[src/logic/eac_consts.svh]
`ifndef EAC_CONSTS_SVH
`define EAC_CONSTS_SVH

// register indices; byte address is four times the index
`define EAC_IDX_DATA 10'h09a
`define EAC_IDX_ADDR 10'h09b
`define EAC_IDX_CTRL 10'h09c
`define EAC_IDX_UNLOCK 10'h09d
`define EAC_IDX_STATUS 10'h0a0
`define EAC_IDX_MASK 10'h0a1

// control register fields
`define EAC_BIT_RD 0
`define EAC_BIT_WR 1
`define EAC_BIT_ALLOW 2
`define EAC_BIT_ABORTED 3

// interrupt status and mask fields
`define EAC_ST_DONE 0
`define EAC_ST_ABORT 1
`define EAC_ST_W 2

// unlock keys
`define EAC_KEY_FIRST 8'h55
`define EAC_KEY_SECOND 8'haa

// timing
`define EAC_CLK_MHZ 50
`define EAC_WRITE_TIME_US 100
`define EAC_UNLOCK_GAP 4'h8

// reset values
`define EAC_BYTE_RST 8'h00
`define EAC_WORD_RST 32'h0000_0000

`endif

[src/logic/eac_pkg.sv]
package eac_pkg;

  typedef enum logic [1:0] {
    eac_unl_idle = 2'b00,
    eac_unl_key1 = 2'b01,
    eac_unl_armed = 2'b11
  } eac_unlock_t;

endpackage : eac_pkg

[src/logic/eac_wr_timer.sv]
`include "eac_consts.svh"

module eac_wr_timer #(
  parameter int CYCLES = 5000
) (
  input wire logic core_clk,
  input wire logic rst_n,
  input wire logic start,
  input wire logic abort,
  output logic busy,
  output logic done
);

  logic [23:0] cnt_q;

  always_ff @(posedge core_clk or negedge rst_n) begin
    if (!rst_n) begin
      cnt_q <= 24'h00_0000;
      busy <= 1'b0;
      done <= 1'b0;
    end else begin
      done <= 1'b0;
      if (abort) begin
        busy <= 1'b0;
        cnt_q <= 24'h00_0000;
      end else if (start && !busy) begin
        busy <= 1'b1;
        cnt_q <= 24'(CYCLES - 1);
      end else if (busy) begin
        if (cnt_q == 24'h00_0000) begin
          busy <= 1'b0;
          done <= 1'b1;
        end else begin
          cnt_q <= cnt_q - 24'h00_0001;
        end
      end
    end
  end
endmodule // eac_wr_timer

[src/logic/eac_top.sv]
// Behaviour
// - only low four control bits exist; upper four ignore writes, read zero.
// - software can only set read and write triggers; writing zero does nothing.
// - hardware clears each trigger when its operation finishes.
// - write-allow one permits writes; zero inhibits starting any array write.
// - write-allow is zero after power-up.
// - aborted-write flag sets when a write is cut by external resets.
// - aborted-write flag zero means write completed; software may clear it.
// - a reset clears data and address registers; software reloads both.
// - write-complete flag sets at write end; only software clears it.
// - unlock key port stores nothing and reads as zero.
// - unlock key port only receives the write-initiation keys.
// - read trigger completes in one cycle, then clears itself.
// - write trigger starts a write; reading zero means no write pending.
// - write starts only after 55h, AAh to key port, then trigger.
// - setting write trigger is ignored while write-allow is zero.
// - clearing write-allow mid-write has no effect; in hardware only outside resets clear it.
// - read byte lands in data register next cycle and stays there.
`include "eac_consts.svh"

module eac_top #(
  parameter int WRITE_CYCLES = `EAC_WRITE_TIME_US * `EAC_CLK_MHZ
) (
  input wire logic core_clk,
  input wire logic rst_n,
  input wire logic psel,
  input wire logic penable,
  input wire logic pwrite,
  input wire logic [11:0] paddr,
  input wire logic [31:0] pwdata,
  input wire logic [3:0] pstrb,
  output logic pready,
  output logic [31:0] prdata,
  output logic pslverr,
  input wire logic master_clear_reset,
  input wire logic watchdog_unit_reset,
  input wire logic brownout_detect,
  output logic irq
);

  logic [9:0] idx;
  logic apb_setup;
  logic apb_fire;
  logic wr_acc;
  logic soft_rst;
  logic mapped;
  logic ctrl_wr;
  logic key_wr;
  logic start_wr;
  logic tmr_busy;
  logic tmr_done;
  logic pready_q;
  logic [31:0] prdata_q;
  logic pslverr_q;
  logic irq_q;
  logic rd_q;
  logic wr_q;
  logic write_allow_q;
  logic aborted_q;
  logic [7:0] data_q;
  logic [7:0] addr_q;
  logic [7:0] mem [256];
  logic [`EAC_ST_W-1:0] st_q;
  logic [`EAC_ST_W-1:0] st_set;
  logic [`EAC_ST_W-1:0] mask_q;
  logic [3:0] gap_q;
  eac_pkg::eac_unlock_t unl_q;
  eac_pkg::eac_unlock_t unl_d;

  assign idx = paddr[11:2];
  assign apb_setup = psel && !penable;
  assign apb_fire = psel && penable && pready_q;
  assign wr_acc = apb_fire && pwrite && pstrb[0];
  // any of the three outside resets aborts the block synchronously
  assign soft_rst = master_clear_reset || watchdog_unit_reset || brownout_detect;
  assign ctrl_wr = wr_acc && (idx == `EAC_IDX_CTRL);
  assign key_wr = wr_acc && (idx == `EAC_IDX_UNLOCK);
  assign mapped = (idx == `EAC_IDX_DATA) || (idx == `EAC_IDX_ADDR) || (idx == `EAC_IDX_CTRL) ||
                  (idx == `EAC_IDX_UNLOCK) || (idx == `EAC_IDX_STATUS) || (idx == `EAC_IDX_MASK);

  // stored allow is checked, so allow set by the trigger's own write does not count
  assign start_wr = ctrl_wr && pwdata[`EAC_BIT_WR] && !wr_q && !soft_rst
                    && write_allow_q
                    && (unl_q == eac_pkg::eac_unl_armed);

  assign pready = pready_q;
  assign prdata = prdata_q;
  assign pslverr = pslverr_q;
  assign irq = irq_q;

  eac_wr_timer #(
    .CYCLES(WRITE_CYCLES)
  ) u_timer (
    .core_clk(core_clk),
    .rst_n(rst_n),
    .start(start_wr),
    .abort(soft_rst),
    .busy(tmr_busy),
    .done(tmr_done)
  );

  // no wait state: ready rises in the access phase
  always_ff @(posedge core_clk or negedge rst_n) begin
    if (!rst_n) begin
      pready_q <= 1'b0;
      pslverr_q <= 1'b0;
    end else begin
      pready_q <= apb_setup;
      pslverr_q <= apb_setup && !mapped;
    end
  end

  always_ff @(posedge core_clk or negedge rst_n) begin
    if (!rst_n) begin
      prdata_q <= `EAC_WORD_RST;
    end else if (apb_setup && !pwrite) begin
      case (idx)
        `EAC_IDX_DATA: prdata_q <= {24'h00_0000, data_q};
        `EAC_IDX_ADDR: prdata_q <= {24'h00_0000, addr_q};
        `EAC_IDX_CTRL: prdata_q <= {28'h000_0000, aborted_q, write_allow_q, wr_q, rd_q};
        `EAC_IDX_UNLOCK: prdata_q <= `EAC_WORD_RST;
        `EAC_IDX_STATUS: prdata_q <= {30'h0000_0000, st_q};
        `EAC_IDX_MASK: prdata_q <= {30'h0000_0000, mask_q};
        default: prdata_q <= `EAC_WORD_RST;
      endcase
    end else begin
      prdata_q <= `EAC_WORD_RST;
    end
  end

  // read trigger: set-only from software, one cycle long
  always_ff @(posedge core_clk or negedge rst_n) begin
    if (!rst_n) begin
      rd_q <= 1'b0;
    end else if (soft_rst || rd_q) begin
      rd_q <= 1'b0;
    end else if (ctrl_wr && pwdata[`EAC_BIT_RD]) begin
      rd_q <= 1'b1;
    end
  end

  // write trigger follows the timer; software zero is ignored
  always_ff @(posedge core_clk or negedge rst_n) begin
    if (!rst_n) begin
      wr_q <= 1'b0;
    end else if (soft_rst || tmr_done) begin
      wr_q <= 1'b0;
    end else if (start_wr) begin
      wr_q <= 1'b1;
    end
  end

  // outside resets also clear the allow bit, but no write end ever does
  always_ff @(posedge core_clk or negedge rst_n) begin
    if (!rst_n) begin
      write_allow_q <= 1'b0;
    end else if (soft_rst) begin
      write_allow_q <= 1'b0;
    end else if (ctrl_wr) begin
      write_allow_q <= pwdata[`EAC_BIT_ALLOW];
    end
  end

  // hardware set wins over a software write in the same cycle
  always_ff @(posedge core_clk or negedge rst_n) begin
    if (!rst_n) begin
      aborted_q <= 1'b0;
    end else if (soft_rst && wr_q) begin
      aborted_q <= 1'b1;
    end else if (ctrl_wr) begin
      aborted_q <= pwdata[`EAC_BIT_ABORTED];
    end
  end

  always_ff @(posedge core_clk or negedge rst_n) begin
    if (!rst_n) begin
      addr_q <= `EAC_BYTE_RST;
    end else if (soft_rst) begin
      addr_q <= `EAC_BYTE_RST;
    end else if (wr_acc && (idx == `EAC_IDX_ADDR)) begin
      addr_q <= pwdata[7:0];
    end
  end

  always_ff @(posedge core_clk or negedge rst_n) begin
    if (!rst_n) begin
      data_q <= `EAC_BYTE_RST;
    end else if (soft_rst) begin
      data_q <= `EAC_BYTE_RST;
    end else if (rd_q) begin
      data_q <= mem[addr_q];
    end else if (wr_acc && (idx == `EAC_IDX_DATA)) begin
      data_q <= pwdata[7:0];
    end
  end

  // array has no reset; the byte is committed at the timer's end, using
  // data and address as they stand then, which software leaves untouched
  always_ff @(posedge core_clk) begin
    if (tmr_done && wr_q && !soft_rst) begin
      mem[addr_q] <= data_q;
    end
  end

  // unlock sequence: any other access or a long pause disarms it
  always_comb begin
    unl_d = unl_q;
    if (apb_fire) begin
      unl_d = eac_pkg::eac_unl_idle;
      if (key_wr && (pwdata[7:0] == `EAC_KEY_FIRST) && (unl_q == eac_pkg::eac_unl_idle)) begin
        unl_d = eac_pkg::eac_unl_key1;
      end else if (key_wr && (pwdata[7:0] == `EAC_KEY_SECOND) && (unl_q == eac_pkg::eac_unl_key1)) begin
        unl_d = eac_pkg::eac_unl_armed;
      end
    end else if (gap_q == `EAC_UNLOCK_GAP) begin
      unl_d = eac_pkg::eac_unl_idle;
    end
  end

  always_ff @(posedge core_clk or negedge rst_n) begin
    if (!rst_n) begin
      unl_q <= eac_pkg::eac_unl_idle;
    end else if (soft_rst) begin
      unl_q <= eac_pkg::eac_unl_idle;
    end else begin
      case (unl_q)
        eac_pkg::eac_unl_idle: unl_q <= unl_d;
        eac_pkg::eac_unl_key1: unl_q <= unl_d;
        eac_pkg::eac_unl_armed: unl_q <= unl_d;
        default: unl_q <= eac_pkg::eac_unl_idle;
      endcase
    end
  end

  // cycles since the last unlock step
  always_ff @(posedge core_clk or negedge rst_n) begin
    if (!rst_n) begin
      gap_q <= 4'h0;
    end else if (apb_fire || (unl_q == eac_pkg::eac_unl_idle)) begin
      gap_q <= 4'h0;
    end else if (gap_q != `EAC_UNLOCK_GAP) begin
      gap_q <= gap_q + 4'h1;
    end
  end

  // sticky events, write one to clear, set wins
  always_comb begin
    st_set = '0;
    st_set[`EAC_ST_DONE] = tmr_done && !soft_rst;
    st_set[`EAC_ST_ABORT] = soft_rst && wr_q;
  end

  always_ff @(posedge core_clk or negedge rst_n) begin
    if (!rst_n) begin
      st_q <= '0;
    end else if (wr_acc && (idx == `EAC_IDX_STATUS)) begin
      st_q <= (st_q & ~pwdata[`EAC_ST_W-1:0]) | st_set;
    end else begin
      st_q <= st_q | st_set;
    end
  end

  always_ff @(posedge core_clk or negedge rst_n) begin
    if (!rst_n) begin
      mask_q <= '0;
    end else if (wr_acc && (idx == `EAC_IDX_MASK)) begin
      mask_q <= pwdata[`EAC_ST_W-1:0];
    end
  end

  always_ff @(posedge core_clk or negedge rst_n) begin
    if (!rst_n) begin
      irq_q <= 1'b0;
    end else begin
      irq_q <= |(st_q & mask_q);
    end
  end
endmodule // eac_top

[config.mk]
export PLATFORM = sky130hd
export DESIGN_NAME = eac_top
export DESIGN_NICKNAME = d
export VERILOG_FILES = /design/src/logic/eac_pkg.sv /design/src/logic/eac_wr_timer.sv /design/src/logic/eac_top.sv
export VERILOG_INCLUDE_DIRS = /design/src /design/src/logic
export SDC_FILE = /design/constraint.sdc
export NUM_CORES = 2
export LEC_CHECK = 0
export ABC_AREA = 1
export ABC_CLOCK_PERIOD_IN_PS = 11000
export BUFFER_PORTS_ARGS = -buffer_cell sky130_fd_sc_hd__buf_2
export CAP_MARGIN = 20
export CORE_MARGIN = 5
export CORE_UTILIZATION = 45
export CTS_CLUSTER_DIAMETER = 80
export DETAILED_ROUTE_END_ITERATION = 8
export PLACE_DENSITY_LB_ADDON = 0.08
export SETUP_SLACK_MARGIN = 0.3
export SLEW_MARGIN = 20
export SYNTH_ARGS = -nofsm -noshare
export SYNTH_HDL_FRONTEND = slang
export SYNTH_SLANG_ARGS = --single-unit
[constraint.sdc]
create_clock -name core_clk -period 11 [get_ports core_clk]
set_input_delay 1.1 -clock core_clk [delete_from_list [all_inputs] [get_ports core_clk]]
set_output_delay 1.1 -clock core_clk [all_outputs]
set_load 0.02 [all_outputs]
; Word-level counts from Yosys, hierarchy flattened
; Memories as Yosys holds them, arrays and structs flattened.
; Cells that the tools add are included.
[totals]
mem_bits_rw = 2048
in_bits = 56
latch_bits = 0
reg_bits = 91
rom_bits = 0
out_inout_bits = 35
word_cells = 134
n_memories = 1
[op_classes]
bitwise_logic = 5
magnitude_cmp = 0
div_mod_pow = 0
n_addsub = 2
n_eq_ne = 14
multipliers = 0
n_mux = 38
n_reduce_logical = 57
n_shift = 0
[memory_table]
columns = name, words, width, rd, rd_ports_with_merged_regs, wr, line
row1 = mem, 256, 8, 1, 0, 1, eac_top.sv:62  ; logic [7:0] mem [256];
[op_table]
columns = cell, count
row1 = $mux W24, 4
row2 = $eq A10 B8 Y1 const B, 6
row3 = $mux W8, 6
row4 = $pmux W8 S5, 1
row5 = $logic_and A1 B1 Y1, 28
row6 = $logic_not A24 Y1, 1
row7 = $sub A24 B1 Y24 const B, 1
row8 = $mux W1, 18
row9 = $mux W2, 7
row10 = $reduce_bool A2 Y1, 6
row11 = $logic_or A1 B1 Y1, 10
row12 = $eq A8 B7 Y1 const B, 1
row13 = $eq A8 B8 Y1 const B, 1
row14 = $mux W4, 2
row15 = $logic_not A1 Y1, 6
row16 = $reduce_bool A3 Y1, 2
row17 = $add A4 B1 Y4 const B, 1
row18 = $and A2 B2 Y2, 2
row19 = $eq A4 B4 Y1 const B, 1
row20 = $ne A4 B1 Y1 const B, 1
row21 = $ne A4 B4 Y1 const B, 1
row22 = $or A2 B2 Y2, 2
row23 = $ne A3 B2 Y1 const B, 1
row24 = $reduce_or A3 Y1, 1
row25 = other kinds (6), 6

; Depth between registers and ports, before layout
[depth]
ltp_word = 13
mapped_depth = 18

; Modules after synthesis
; A second synthesis with hierarchy kept.
[hier_totals]
hier_cells = 8483
area_unflattened_um2 = 88526.2
[modules_own_cells]
columns = module, instances, cells_per_inst, area_per_inst_um2
row1 = eac_top, 1, 8232, 86782.0
row2 = eac_wr_timer, 1, 251, 1744.2

; Worst setup path after synthesis
; Ideal clock, no wire load.
[synth_timing]
kind = register -> register
startpoint = register data_q[0]
endpoint = memory mem[0][0], data pin
slack_ns = 6.996
setup_time_ns = 0.807
path_stages_with_launch = 1
arrival_ns = 3.198
t_required_ns = 10.193
cell_sequence = dfrtp_1
[synth_rtl]
columns = item, line
row1 = start: declaration, eac_top.sv:60  ; logic [7:0] data_q;
row2 = start signal: assignment, eac_top.sv:187  ; data_q <= `EAC_BYTE_RST;
row3 = start signal: assignment, eac_top.sv:189  ; data_q <= `EAC_BYTE_RST;
row4 = start signal: assignment, eac_top.sv:191  ; data_q <= mem[addr_q];
row5 = end: declaration, eac_top.sv:62
; No word-level cell before the write port.

; Worst setup path in the final report
[layout_timing]
startpoint = register addr_q[0]
endpoint = register data_q[7]
[layout_between]
elab_chain_len = 3
[layout_rtl]
columns = item, line
row1 = start: declaration, eac_top.sv:61  ; logic [7:0] addr_q;
row2 = start signal: assignment, eac_top.sv:177  ; addr_q <= `EAC_BYTE_RST;
row3 = start signal: assignment, eac_top.sv:179  ; addr_q <= `EAC_BYTE_RST;
row4 = start signal: assignment, eac_top.sv:181  ; addr_q <= pwdata[7:0];
row5 = $mem_v2 Z256 W8, --
row6 = $mux W8, eac_top.sv:190  ; end else if (rd_q) begin
row7 = $mux W8, eac_top.sv:188  ; end else if (soft_rst) begin
; No other way between the ends.
; A chain may end at the register's enable or synchronous reset.

==> summary.md <==
| Metric | Value |
|---|---|
| Synth top area share | 0.699 |
| Drt first-iter violations | a little under 5,000 |
| Total GRT Usage | 0.241 |
| Routed WL | about 250,000 microns |
| Port Buffer Count | 37 |
| Mapped Area | roughly 0.09 sq mm |
| Syn avg cell area | ~11 sq um |
| Wl on met1 | between 100,000 and 150,000 microns |
| Setup TNS | 0 ps |
| Routed via count | approximately 57,000 |
| Die area | between 0.2 and 0.25 sq mm |
| # Max-Cap Violations | 0 |
| Synth unique cells | 42 |
| DR WL met3 | 14,100 microns |
| Root Driver | clkbuf_16 |
| Max frequency | about 190 MHz |
| Largest net degree at the start of global routing | 172 |
| Min cycle time layout | ~5300 ps |
| Synth area leaders | edfxtp_1 70%, nand2_1 20%, nor2_1 2.6% |
| Final Wtd Congestion | ~0.80 |
| Peak supply drop | 0.133 mV |
| Met2 WL | around 120,000 microns |
| Worst-Skew Late Latency | about 860 ps |
| FFs w/ async S/R, synth | 0.0317 |
| Clk slew on worst S/H paths | 60 ps |
| Detail Placement HPWL | approximately 130,000 microns |
| Hold WC Path Type | in -> reg |
| Yosys reg bits | roughly 2,100 |
| Kind of critical path | reg -> reg |
| # rows | 162 |
| Layout fillers | 17,600 |
| Core ar. | a little under 0.2 sq mm |
| Die X | 452 microns |
| CTS Hold Bufs | 0 |
| Via-to-Cell Ratio | between 5 and 6 |
| Fin. max-slew vios | 0 |
| Top Layer Used | met4 |
| Post-synth EDFFs | 2,048 |
| CTS Buffer Depth | 3 |
| Starting Density | 0.452 |
| First-pass detailed-route iteration total | 6 |
| Multi-input logic area | 0.0227 sq mm |
| Syn Inst Count | 8,337 |
| Rel. slew slack | 0.265 |
| Top-count cell post-synth | nand2_1 |
| WL/cell | 22.5 microns |
| First-pass GRT wire length | between 300,000 and 400,000 microns |
| Unrepaired setup endpoints after global routing | false |
| Vias in the first global route | ~55,000 |
| CTS Buf Count | 220 |
| Seq/Total Area, Yosys | 0.718 |
| Crit share post-route | 0.482 |
| Least-Margin Pin Slew | 1100 ps |
| Fraction of layout cells with a size suffix above 1 | 0.0588 |
| Status | finished, final reports clean |
| Grt ovf | 0 |
| I/O pins | 91 |
| Worst Setup End Kind | flip-flop |
| Placed cells | ~11,000 |
| Yosys top cell by area | edfxtp_1 |
| Final net count | ~8,300 |
| Crit Path Max Fanout | 76 |
| CTS tree | done |
| Setup Buffers After CTS | 0 |
| Ys Warns | 0 |
| Die Ht | 452 microns |
| # setup viols final | 0 |
| CTS Sinks | roughly 2,100 |
| Final non-filler cell total | 11,100 |
| CTS H-tree depth | 4 |
| Critical Path AT | approximately 6100 ps |
| CTS resizes | 0 |
| Power density over cell area | approximately 160 mW/mm^2 |
| Ys flop type | edfxtp_1 |
| Antenna violations before repair | 8 |
| Fin Clk Skew | 23.3 ps |
| Startpoint Class | flip-flop |
| Critical Path RT | 11,770 ps |
| Area grow syn2layout | 10.4% |
| Commonest cells post-synth | 4,588 x nand2_1, 2,048 x edfxtp_1, 607 x nor2_1, 207 x buf_2, 184 x nand3_1 |
| Sequential standard cell area | roughly 0.063 sq mm |
| Detail Route Antenna Nets | 0 |
| Leak | between 30 and 40 nW |
| Final hold vios | 0 |
| DRC viols | 0 |
-- routing by layer --
metal | vias to the layer above | track usage
met5 | - | 0
met1 | 28100 | 0.341
met4 | 0 | 0.0736
met3 | 364 | 0.0355
li1 | 27300 | -
met2 | 1579 | 0.388
-- worst max-delay path: stages, from the launching register on --
cell and delay (ps):
dfrtp_4 890, buf_4 590, buf_4 630, buf_4 820
buf_4 650, nand2_1 100, nand2_1 90, nand2_1 50
nand2_1 120, nand2_1 50, nand2_1 160, nor2_1 110
nor2_1 120, nor2_1 110, nand2_1 210, nand2_1 110
nand3_1 110, o21bai_1 70, nand2_1 50
-- final timing paths --
| path | startpoint | endpoint | slack [ps] | depth (start not counted) |
|---|---|---|---|---|
| min in group asynchronous | rst_n | u_timer.cnt_q[5] | 450 | 2 |
| hold reg to reg | u_timer.done | wr_q | 450 | 1 |
| setup reg to reg | addr_q[0] | data_q[7] | 5700 | 18 |
| max in group asynchronous | rst_n | data_q[2] | 9810 | 2 |
| hold / removal | penable | pready | 440 | 2 |
| setup / recovery | addr_q[0] | data_q[7] | 5700 | 18 |
-- through the flow --
step	hold slack [ps]	cell area (sq um)	utilization	worst slack (ps)	power, W
3_5_place_dp	430	90500	0.465	5700	0.00907
5_1_grt	417	97200	0.499	5390	0.0164
4_1_cts	377	97100	0.499	5680	0.0160
6_report	443	97200	0.499	5700	0.0159
2_1_floorplan	403	88100	-	7000	0.00902
3_3_place_gp	432	90500	0.465	5670	0.00907
-- flip-flops by register name, summed over array words and instances (netlist names) --
register,flops
u_timer.busy,1
mask_q,2
u_timer.done,1
u_timer.cnt_q,24
st_q,2
pready,1
aborted_q,1
wr_q,1
addr_q,8
pslverr,1
mem,2048
gap_q,4
write_allow_q,1
data_q,8
prdata,8
unl_q,2
irq,1
rd_q,1
-- power by group --
| group | internal, W | leakage (nW) | switching [W] |
|---|---|---|---|
| combinational | 0.0000107 | 15.2 | 0.0000918 |
| clock | 0.00392 | 3.26 | 0.00307 |
| sequential | 0.00878 | 16.4 | 0.0000209 |
-- area by class of cell --
| cell class | instances | share of cell area |
|---|---|---|
| multi-input combinational | 5738 | 0.233 |
| clock buffer | 280 | 0.0600 |
| antenna | 1 | 0.0000258 |
| clock inverter | 123 | 0.00841 |
| inverter | 67 | 0.00296 |
| tap | 2624 | 0.0338 |
| sequential | 2115 | 0.651 |
| timing repair buffer | 134 | 0.0108 |
-- cells in the final DEF, fill, tap and decap left out, drive strengths merged --
cell / instances
clkbuf: 280
o21bai: 8
xor2: 18
dfrtp: 67
edfxtp: 2048
a221oi: 2
nand4: 38
a211oi: 1
clkinv: 103
diode: 1
o21ai: 109
nand3: 184
conb: 24
inv: 74
xnor2: 2
a22oi: 9
buf: 134
nand2: 4590
nor3: 22
nor2: 616
a31oi: 3
a21oi: 82
ha: 3
bufinv: 9
or2: 2
clkinvlp: 4
o22ai: 18
nor4: 5
o31ai: 1
nand3b: 1
-- cell families (layout without fill, tap and decap cells) --
logic type,Yosys count,count (layout),share of synthesized area
AO/OA/AOI/OAI,233,233,0.0151
other,1,25,0.0000426
AND/OR/NAND/NOR,5458,5458,0.238
buffers and inverters,507,604,0.0259
adder cells (fa/ha/maj),3,3,0.000427
flip-flops,2115,2115,0.718
XOR/XNOR,20,20,0.00199
Power figures use the tool's default switching activity.
